## src/rtl/css_pkg.sv

```systemverilog
package css_pkg;
   // Special register indices; the bus byte address is four times the index
   localparam logic [7:0] ADDR_SP = 8'h81;
   localparam logic [7:0] ADDR_PTR_LOW = 8'h82;
   localparam logic [7:0] ADDR_PTR_HIGH = 8'h83;
   localparam logic [7:0] ADDR_AUX_CTRL = 8'hA2;
   localparam logic [7:0] ADDR_PSW = 8'hD0;
   localparam logic [7:0] ADDR_ACC = 8'hE0;
   localparam logic [7:0] ADDR_MULOP = 8'hF0;

   localparam int BUS_ADDR_W = 10;

   localparam logic [7:0] RST_SP = 8'h07;
   localparam logic [7:0] RST_ZERO = 8'h00;

   // Status word bit positions
   localparam int PSW_CARRY = 7;
   localparam int PSW_AUX_CARRY = 6;
   localparam int PSW_USER0 = 5;
   localparam int PSW_BANK_HI = 4;
   localparam int PSW_BANK_LO = 3;
   localparam int PSW_OVERFLOW = 2;
   localparam int PSW_USER1 = 1;
   localparam int PSW_PARITY = 0;

   // Pointer bank control bit positions
   localparam int AUX_FLAG2 = 3;
   localparam int AUX_PTR_SEL = 0;

   localparam int NUM_PTR_SETS = 2;
   localparam int BANK_SHIFT = 3;

   // Arithmetic operation codes from the datapath
   localparam logic [2:0] OP_ADD = 3'h0;
   localparam logic [2:0] OP_ADDC = 3'h1;
   localparam logic [2:0] OP_SUBB = 3'h2;
   localparam logic [2:0] OP_MUL = 3'h3;
   localparam logic [2:0] OP_DIV = 3'h4;

   localparam logic [1:0] RESP_OKAY = 2'h0;
   localparam logic [1:0] RESP_SLVERR = 2'h2;
endpackage

```

## src/rtl/css_core_regs.sv

```systemverilog
module css_core_regs (
   input wire logic clk,
   input wire logic rst_n,
   // AXI4-Lite slave
   input wire logic [css_pkg::BUS_ADDR_W-1:0] s_axi_awaddr,
   input wire logic s_axi_awvalid,
   output logic s_axi_awready,
   input wire logic [31:0] s_axi_wdata,
   input wire logic [3:0] s_axi_wstrb,
   input wire logic s_axi_wvalid,
   output logic s_axi_wready,
   output logic [1:0] s_axi_bresp,
   output logic s_axi_bvalid,
   input wire logic s_axi_bready,
   input wire logic [css_pkg::BUS_ADDR_W-1:0] s_axi_araddr,
   input wire logic s_axi_arvalid,
   output logic s_axi_arready,
   output logic [31:0] s_axi_rdata,
   output logic [1:0] s_axi_rresp,
   output logic s_axi_rvalid,
   input wire logic s_axi_rready,
   // Execution datapath side
   input wire logic coreWe,
   input wire logic coreRe,
   input wire logic [7:0] coreAddr,
   input wire logic [7:0] coreWdata,
   output logic [7:0] coreRdata,
   input wire logic pushGo,
   input wire logic popGo,
   input wire logic aluGo,
   input wire logic [2:0] aluOp,
   input wire logic [7:0] aluOperand,
   input wire logic carryWe,
   input wire logic carryValue,
   input wire logic pointerWe,
   input wire logic [15:0] pointerWdata,
   input wire logic pointerInc,
   output logic [7:0] stackPointer,
   output logic [7:0] accumulator,
   output logic [7:0] multiplyOperand,
   output logic [15:0] dataPointer,
   output logic [4:0] bankBase,
   output logic parityFlag
);
   logic [7:0] sp;
   logic [7:0] acc;
   logic [7:0] mulOp;
   logic carryFlag;
   logic auxCarryFlag;
   logic userFlagZero;
   logic [1:0] bankSelect;
   logic overflowFlag;
   logic userFlagOne;
   logic generalFlagTwo;
   logic pointerSelect;
   logic [15:0] ptrSet [css_pkg::NUM_PTR_SETS];

   logic awHeld;
   logic wHeld;
   logic [7:0] awIndex;
   logic [7:0] wByte;
   logic wLane;

   wire [7:0] auxByte = {4'h0, generalFlagTwo, 2'h0, pointerSelect};
   wire [7:0] pswByte = {carryFlag, auxCarryFlag, userFlagZero, bankSelect,
                         overflowFlag, userFlagOne, parityFlag};
   // Every register value goes in as an argument, so the continuous reads below follow each change
   wire [55:0] sfrImage = {sp, dataPointer, auxByte, pswByte, acc, mulOp};

   // Register read mux, shared by bus and core
   function automatic logic [8:0] read_sfr(input logic [7:0] idx, input logic [55:0] img);
      logic [8:0] r;
      r = 9'h000;
      unique case (idx)
         css_pkg::ADDR_SP: r = {1'b1, img[55:48]};
         css_pkg::ADDR_PTR_LOW: r = {1'b1, img[39:32]};
         css_pkg::ADDR_PTR_HIGH: r = {1'b1, img[47:40]};
         css_pkg::ADDR_AUX_CTRL: r = {1'b1, img[31:24]};
         css_pkg::ADDR_PSW: r = {1'b1, img[23:16]};
         css_pkg::ADDR_ACC: r = {1'b1, img[15:8]};
         css_pkg::ADDR_MULOP: r = {1'b1, img[7:0]};
         default: r = 9'h000;
      endcase
      return r;
   endfunction

   // AXI write: address and data latched independently; the core port has priority
   wire awTake = s_axi_awvalid & s_axi_awready;
   wire wTake = s_axi_wvalid & s_axi_wready;
   wire busWriteGo = awHeld & wHeld & ~s_axi_bvalid & ~coreWe;
   wire [8:0] busWriteHit = read_sfr(awIndex, sfrImage);
   assign s_axi_awready = ~awHeld;
   assign s_axi_wready = ~wHeld;

   always_ff @(posedge clk) begin
      if (!rst_n) begin
         awHeld <= 1'b0;
         wHeld <= 1'b0;
         awIndex <= 8'h00;
         wByte <= 8'h00;
         wLane <= 1'b0;
         s_axi_bvalid <= 1'b0;
         s_axi_bresp <= css_pkg::RESP_OKAY;
      end else begin
         if (awTake) begin
            awHeld <= 1'b1;
            awIndex <= s_axi_awaddr[css_pkg::BUS_ADDR_W-1:2];
         end
         if (wTake) begin
            wHeld <= 1'b1;
            wByte <= s_axi_wdata[7:0];
            wLane <= s_axi_wstrb[0];
         end
         if (busWriteGo) begin
            awHeld <= 1'b0;
            wHeld <= 1'b0;
            s_axi_bvalid <= 1'b1;
            s_axi_bresp <= busWriteHit[8] ? css_pkg::RESP_OKAY : css_pkg::RESP_SLVERR;
         end else if (s_axi_bready) begin
            s_axi_bvalid <= 1'b0;
         end
      end
   end

   // AXI read: one cycle after the address is taken
   wire arTake = s_axi_arvalid & s_axi_arready;
   wire [8:0] busRead = read_sfr(s_axi_araddr[css_pkg::BUS_ADDR_W-1:2], sfrImage);
   assign s_axi_arready = ~s_axi_rvalid;

   always_ff @(posedge clk) begin
      if (!rst_n) begin
         s_axi_rvalid <= 1'b0;
         s_axi_rdata <= 32'h0000_0000;
         s_axi_rresp <= css_pkg::RESP_OKAY;
      end else if (arTake) begin
         s_axi_rvalid <= 1'b1;
         s_axi_rdata <= {24'h00_0000, busRead[7:0]};
         s_axi_rresp <= busRead[8] ? css_pkg::RESP_OKAY : css_pkg::RESP_SLVERR;
      end else if (s_axi_rready) begin
         s_axi_rvalid <= 1'b0;
      end
   end

   // Core read port, registered
   wire [8:0] coreRead = read_sfr(coreAddr, sfrImage);
   always_ff @(posedge clk) begin
      if (!rst_n) begin
         coreRdata <= 8'h00;
      end else if (coreRe) begin
         coreRdata <= coreRead[7:0];
      end
   end

   // Merged special-register write path
   wire sfrWe = coreWe | (busWriteGo & wLane);
   wire [7:0] sfrAddr = coreWe ? coreAddr : awIndex;
   wire [7:0] sfrData = coreWe ? coreWdata : wByte;
   wire wrSp = sfrWe & (sfrAddr == css_pkg::ADDR_SP);
   wire wrPtrLow = sfrWe & (sfrAddr == css_pkg::ADDR_PTR_LOW);
   wire wrPtrHigh = sfrWe & (sfrAddr == css_pkg::ADDR_PTR_HIGH);
   wire wrAux = sfrWe & (sfrAddr == css_pkg::ADDR_AUX_CTRL);
   wire wrPsw = sfrWe & (sfrAddr == css_pkg::ADDR_PSW);
   wire wrAcc = sfrWe & (sfrAddr == css_pkg::ADDR_ACC);
   wire wrMulOp = sfrWe & (sfrAddr == css_pkg::ADDR_MULOP);

   // Arithmetic flag generation
   wire isAdd = (aluOp == css_pkg::OP_ADD) | (aluOp == css_pkg::OP_ADDC);
   wire isSub = aluOp == css_pkg::OP_SUBB;
   wire isMul = aluOp == css_pkg::OP_MUL;
   wire isDiv = aluOp == css_pkg::OP_DIV;
   wire carryIn = (aluOp == css_pkg::OP_ADD) ? 1'b0 : carryFlag;
   wire [8:0] sumFull = {1'b0, acc} + {1'b0, aluOperand} + {8'h00, carryIn};
   wire [4:0] sumNibble = {1'b0, acc[3:0]} + {1'b0, aluOperand[3:0]} + {4'h0, carryIn};
   wire [8:0] diffFull = {1'b0, acc} - {1'b0, aluOperand} - {8'h00, carryIn};
   wire [4:0] diffNibble = {1'b0, acc[3:0]} - {1'b0, aluOperand[3:0]} - {4'h0, carryIn};
   wire addOverflow = (acc[7] == aluOperand[7]) & (sumFull[7] != acc[7]);
   wire subOverflow = (acc[7] != aluOperand[7]) & (diffFull[7] != acc[7]);
   wire [15:0] product = {8'h00, acc} * {8'h00, mulOp};
   wire divZero = mulOp == 8'h00;
   // Quotient and remainder hold their old value when the divisor is zero
   wire [7:0] quotient = divZero ? acc : acc / mulOp;
   wire [7:0] remainder = divZero ? mulOp : acc % mulOp;

   logic [7:0] next_acc;
   logic [7:0] next_mulOp;
   logic next_carry;
   logic next_auxCarry;
   logic next_overflow;

   always_comb begin
      next_acc = acc;
      next_mulOp = mulOp;
      next_carry = carryFlag;
      next_auxCarry = auxCarryFlag;
      next_overflow = overflowFlag;
      if (wrAcc) next_acc = sfrData;
      if (wrMulOp) next_mulOp = sfrData;
      if (wrPsw) begin
         next_carry = sfrData[css_pkg::PSW_CARRY];
         next_auxCarry = sfrData[css_pkg::PSW_AUX_CARRY];
         next_overflow = sfrData[css_pkg::PSW_OVERFLOW];
      end
      if (carryWe) next_carry = carryValue;
      // Hardware results win over a software write in the same cycle
      if (aluGo) begin
         if (isAdd) begin
            next_acc = sumFull[7:0];
            next_carry = sumFull[8];
            next_auxCarry = sumNibble[4];
            next_overflow = addOverflow;
         end else if (isSub) begin
            next_acc = diffFull[7:0];
            next_carry = diffFull[8];
            next_auxCarry = diffNibble[4];
            next_overflow = subOverflow;
         end else if (isMul) begin
            next_acc = product[7:0];
            next_mulOp = product[15:8];
            next_carry = 1'b0;
            next_auxCarry = 1'b0;
            next_overflow = product[15:8] != 8'h00;
         end else if (isDiv) begin
            next_acc = quotient;
            next_mulOp = remainder;
            next_carry = 1'b0;
            next_auxCarry = 1'b0;
            next_overflow = divZero;
         end
      end
   end

   always_ff @(posedge clk) begin
      if (!rst_n) begin
         acc <= css_pkg::RST_ZERO;
         mulOp <= css_pkg::RST_ZERO;
         carryFlag <= 1'b0;
         auxCarryFlag <= 1'b0;
         overflowFlag <= 1'b0;
      end else begin
         acc <= next_acc;
         mulOp <= next_mulOp;
         carryFlag <= next_carry;
         auxCarryFlag <= next_auxCarry;
         overflowFlag <= next_overflow;
      end
   end

   // Remaining status bits and the pointer bank control
   always_ff @(posedge clk) begin
      if (!rst_n) begin
         userFlagZero <= 1'b0;
         userFlagOne <= 1'b0;
         bankSelect <= 2'b00;
         generalFlagTwo <= 1'b0;
         pointerSelect <= 1'b0;
      end else begin
         if (wrPsw) begin
            userFlagZero <= sfrData[css_pkg::PSW_USER0];
            userFlagOne <= sfrData[css_pkg::PSW_USER1];
            bankSelect <= {sfrData[css_pkg::PSW_BANK_HI], sfrData[css_pkg::PSW_BANK_LO]};
         end
         if (wrAux) begin
            generalFlagTwo <= sfrData[css_pkg::AUX_FLAG2];
            pointerSelect <= sfrData[css_pkg::AUX_PTR_SEL];
         end
      end
   end

   // Stack pointer wraps at 8 bits so the whole 256-byte RAM is reachable
   always_ff @(posedge clk) begin
      if (!rst_n) begin
         sp <= css_pkg::RST_SP;
      end else if (pushGo) begin
         sp <= sp + 8'h01;
      end else if (popGo) begin
         sp <= sp - 8'h01;
      end else if (wrSp) begin
         sp <= sfrData;
      end
   end

   // Two pointer sets; only the selected one sees any access
   genvar g;
   generate
      for (g = 0; g < css_pkg::NUM_PTR_SETS; g++) begin : gPtr
         wire mine = pointerSelect == 1'(g);
         always_ff @(posedge clk) begin
            if (!rst_n) begin
               ptrSet[g] <= 16'h0000;
            end else if (mine) begin
               if (pointerWe) begin
                  ptrSet[g] <= pointerWdata;
               end else if (pointerInc) begin
                  ptrSet[g] <= ptrSet[g] + 16'h0001;
               end else begin
                  if (wrPtrLow) ptrSet[g][7:0] <= sfrData;
                  if (wrPtrHigh) ptrSet[g][15:8] <= sfrData;
               end
            end
         end
      end
   endgenerate

   assign dataPointer = ptrSet[pointerSelect];
   assign parityFlag = ^acc;
   assign bankBase = {bankSelect, 3'b000};
   assign stackPointer = sp;
   assign accumulator = acc;
   assign multiplyOperand = mulOp;

   // Checks
   sp_reset_a: assert property (@(posedge clk) $rose(rst_n) |-> sp == css_pkg::RST_SP)
      else $error("stack pointer not 07H after reset");
   sp_push_a: assert property (@(posedge clk) disable iff (!rst_n)
      pushGo |=> sp == $past(sp) + 8'h01)
      else $error("push did not increment stack pointer");
   parity_a: assert property (@(posedge clk) disable iff (!rst_n)
      arTake && s_axi_araddr[css_pkg::BUS_ADDR_W-1:2] == css_pkg::ADDR_PSW
         |=> s_axi_rdata[css_pkg::PSW_PARITY] == ^$past(acc))
      else $error("parity bit read back disagrees with accumulator");
   carry_add_a: assert property (@(posedge clk) disable iff (!rst_n)
      aluGo && aluOp == css_pkg::OP_ADD |=> carryFlag == (({1'b0, $past(acc)} + {1'b0, $past(aluOperand)}) > 9'h0FF))
      else $error("carry wrong after add");
   ov_mul_a: assert property (@(posedge clk) disable iff (!rst_n)
      aluGo && aluOp == css_pkg::OP_MUL |=> overflowFlag == ((16'($past(acc)) * 16'($past(mulOp))) > 16'h00FF)
         && !carryFlag)
      else $error("multiply overflow flag wrong");
   ov_div_a: assert property (@(posedge clk) disable iff (!rst_n)
      aluGo && aluOp == css_pkg::OP_DIV && mulOp == 8'h00 |=> overflowFlag && acc == $past(acc))
      else $error("divide by zero did not set overflow");
   ptr_select_a: assert property (@(posedge clk) disable iff (!rst_n)
      pointerWe && pointerSelect |=> ptrSet[1] == $past(pointerWdata) && $stable(ptrSet[0]))
      else $error("pointer write reached the wrong set");
   aux_unused_a: assert property (@(posedge clk) disable iff (!rst_n)
      arTake && s_axi_araddr[css_pkg::BUS_ADDR_W-1:2] == css_pkg::ADDR_AUX_CTRL
         |=> (s_axi_rdata[7:0] & 8'hF6) == 8'h00)
      else $error("aux control shows unimplemented bits");
   aux_store_a: assert property (@(posedge clk) disable iff (!rst_n)
      wrAux |=> generalFlagTwo == $past(sfrData[css_pkg::AUX_FLAG2])
         && pointerSelect == $past(sfrData[css_pkg::AUX_PTR_SEL]))
      else $error("aux control bits not stored");
   user_flags_a: assert property (@(posedge clk) disable iff (!rst_n)
      wrPsw |=> userFlagZero == $past(sfrData[css_pkg::PSW_USER0])
         && userFlagOne == $past(sfrData[css_pkg::PSW_USER1]))
      else $error("user flags not stored");
   ptr_reset_a: assert property (@(posedge clk)
      $rose(rst_n) |-> !pointerSelect && dataPointer == ptrSet[0])
      else $error("primary pointer not selected after reset");
   bank_map_a: assert property (@(posedge clk) disable iff (!rst_n)
      wrPsw |=> bankBase == {$past(sfrData[4:3]), 3'b000})
      else $error("bank base does not follow select bits");
endmodule

```

## config.mk

```make
export PLATFORM = sky130hd
export DESIGN_NAME = css_core_regs
export DESIGN_NICKNAME = d
export VERILOG_FILES = /design/src/rtl/css_pkg.sv /design/src/rtl/css_core_regs.sv
export SDC_FILE = /design/constraint.sdc
export NUM_CORES = 1
export LEC_CHECK = 0
export BUFFER_PORTS_ARGS = -buffer_cell sky130_fd_sc_hd__buf_2
export CAP_MARGIN = 10
export CORE_UTILIZATION = 55
export CTS_CLUSTER_DIAMETER = 150
export DETAILED_ROUTE_END_ITERATION = 12
export PLACE_DENSITY_LB_ADDON = 0.05
export SLEW_MARGIN = 30
export SYNTH_ARGS = -nofsm -noshare
export SYNTH_HDL_FRONTEND = slang
export SYNTH_SLANG_ARGS = --single-unit
export TNS_END_PERCENT = 100
```

## constraint.sdc

```tcl
create_clock -name clk -period 16.69 [get_ports clk]
set_clock_uncertainty 0.15 [all_clocks]
set_input_delay 3.338 -clock clk [delete_from_list [all_inputs] [get_ports clk]]
set_output_delay 3.338 -clock clk [all_outputs]
set_load 0.02 [all_outputs]
```

==> impl_metrics.tcl <==
set metrics [dict create \
    grt_pass1_wl_mm 62.44 \
    worst_slew_pin_slew_ns 1.025 \
    setup_viol 0 \
    rsz0062_at_grt "false" \
    synth.avg_cell_area_um2 7.735 \
    postCtsHoldBufs 0 \
    clockBufferDepth 2 \
    grt_usage 0.3633 \
    row_count 54 \
    slew_violations 0 \
    netlist_area_um2 12160 \
    cts_setup_buffers 0 \
    r2r_slack_ns 2.74 \
    synth.area.top_cells "dfxtp_1 (12%), ha_1 (11%), edfxtp_1 (7.9%)" \
    maxCapViolCount 0 \
    status "finished, final reports clean" \
    grtUsageMet2 0.5772 \
    path_clk_slew_ns 0.08 \
    slew_headroom 0.3034 \
    first_pass_iters 6 \
    cp_slowest_cell "o21ai_1" \
    finalCritPeriodShare 0.8360 \
    grt_antenna_before_repair 0 \
    worstPathArrival_ns 14.04 \
    hpwl_mm 31.45 \
    grt-busiest-layer "met2" \
    place.gp.congestion 0.9699 \
    crit_path_start_kind "register" \
    final_area_um2 13340 \
    vias 12320 \
    wl_mm 41.37 \
    grt_pass1_vias 10970 \
    synth-seq-cells 105 \
    cts_tree "built" \
    post_cts_resized 0 \
    port_buffers 149 \
    fin_ws_ns 2.738 \
    fin_setup_tns_ns 0 \
    synth_top_cell_by_area "dfxtp_1" \
    preCtsSetupSlack_ns 3.069 \
    placed_area_um2 13020 \
    gr-total-overflow 0 \
    yosysWarnings 0 \
    pin_count 210 \
    grtUsageMet1 0.4907 \
    max_freq_mhz 71.67 \
    wire_per_inst_um 21.10 \
    worstHoldPathType "reg -> reg" \
    netlist_instances 1572 \
    path_class "reg -> reg" \
    finish.utilization 0.6133 \
    ant_nets 0 \
    nNetsFinal 1939 \
    min_period_ns 13.95 \
    cpPeakStageDelay_ns 0.70 \
    synth-main-ff-cell "dfxtp_1" \
    area_delta_synth_final_pct 9.735 \
    yosysSeqAreaShare 0.1992 \
    end_kind "register" \
    die-area_um2 22710 \
    critPathMaxFanout 14 \
    fp.coreArea_um2 21760 \
    critPathRequiredTime_ns 16.77 \
    cts_made_buffers 9 \
    synth-edff-count 32 \
    die_width_um 150.7 \
    route.detailed.drc 0 \
    viasPerCell 6.285 \
    drtIter0Drc 1086 \
    cts.sinks 105 \
    crit_family "compound AO/OA/AOI/OAI gates" \
    antenna_cells 0 \
    htree_levels 3 \
    start_util 0.5589 \
    insertion_delay_ns 0.36 \
    async_flop_share 0 \
    cpMostUsedCell "ha_1" \
    die_height_um 150.7 \
    cts_root_buf "clkbuf_16" \
    synth_top_area_frac 0.1202 \
    grt_max_degree 41 \
    grtUsageMet3 0.03939 \
    layout-drive-gt1-share 0.1368 \
    ys_types 88 \
    hold_viol 0 \
    path_buf_inv 2 \
]
sequential cells by signal, indices dropped and copies added (netlist names), 2 cells and up, named ones only:
register	count
s_axi_rdata	8
accumulator	8
bankSelect	2
ptrSet	32
stackPointer	8
awIndex	8
coreRdata	8
multiplyOperand	8
wByte	8
worst min-delay path: stages, from the launching register on:
cell and delay [ns]:
dfxtp_1 0.32, nand2_1 0.05, a21oi_1 0.05
synth_stat cells, drive strengths merged (9+ instances only):
cell and n:
nand2 168, nor2 163, inv 126, o21ai 110, ha 107, a21oi 89, dfxtp 73, clkbuf 64
xnor2 61, mux2i 43, buf 42, fa 41, a211oi 34, nand3 34, edfxtp 32, a22oi 30
o22ai 26, nor3 25, nor2b 20, a31oi 19, mux2 18, o21a 18, nand2b 16, a221oi 15
o221ai 15, xor2 15, and3 14, o211ai 13, and2 10, a21o 9, o31ai 9
through the flow:
step	hold slack, ns	cells
2_1_floorplan	0.2857	1600
3_3_place_gp	0.2923	1945
3_5_place_dp	0.2961	1945
4_1_cts	0.3077	1961
5_1_grt	0.3430	1961
6_report	0.3108	1961
worst paths after layout:
kind	from	to	cells after the start
setup reg to reg	multiplyOperand[6]$_SDFFE_PN0P_	multiplyOperand[2]$_SDFFE_PN0P_	47
hold / removal	wByte[3]$_SDFFE_PN0P_	wByte[3]$_SDFFE_PN0P_	2
hold reg to reg	wByte[3]$_SDFFE_PN0P_	wByte[3]$_SDFFE_PN0P_	2
setup / recovery	multiplyOperand[6]$_SDFFE_PN0P_	multiplyOperand[2]$_SDFFE_PN0P_	47
kinds of logic (layout without fill, tap and decap cells):
| logic type | Yosys count | after routing | share of synthesized area |
|---|---|---|---|
| xor gates and xnor gates | 76 | 76 | 0.05474 |
| muxes | 61 | 61 | 0.05299 |
| other | 1 | 29 | 0.0003084 |
| adders and majority gates | 148 | 148 | 0.1776 |
| AOI/OAI and AO/OA | 443 | 443 | 0.2417 |
| DFF | 105 | 105 | 0.1992 |
| and+or+nand+nor | 505 | 505 | 0.1919 |
| buffers and inverters | 233 | 314 | 0.08150 |
layout make-up:
type,instances,area (um^2)
Multi-Input combinational cell,1262,8867
Fill cell,2034,8413
Sequential cell,105,2422
Timing Repair Buffer,171,910.9
Inverter,127,476.7
Tap cell,280,350.3
Clock buffer,10,250.2
Clock inverter,6,65.06
cell usage in the layout, fill, tap and decap left out, drive strengths merged, types with 13 or more instances in the layout:
| master | instances |
|---|---|
| a31oi | 19 |
| and3 | 14 |
| buf | 171 |
| nand2b | 16 |
| o21ai | 110 |
| o21a | 18 |
| dfxtp | 73 |
| a211oi | 34 |
| o221ai | 15 |
| inv | 130 |
| o22ai | 26 |
| xor2 | 15 |
| nand2 | 168 |
| nor2b | 20 |
| conb | 29 |
| fa | 41 |
| mux2i | 43 |
| o211ai | 13 |
| nand3 | 34 |
| ha | 107 |
| xnor2 | 61 |
| a21oi | 89 |
| edfxtp | 32 |
| nor2 | 163 |
| nor3 | 25 |
| a221oi | 15 |
| mux2 | 18 |
| a22oi | 30 |
layer usage:
metal | vias up | share of wire
met5 | - | 0
met4 | 0 | 0.045
met3 | 103 | 0.087
met2 | 654 | 0.45
met1 | 5783 | 0.42
li1 | 5784 | -
Power is not shown: default switching activity piles up to over one toggle a cycle in this logic, so the estimate is an artifact.
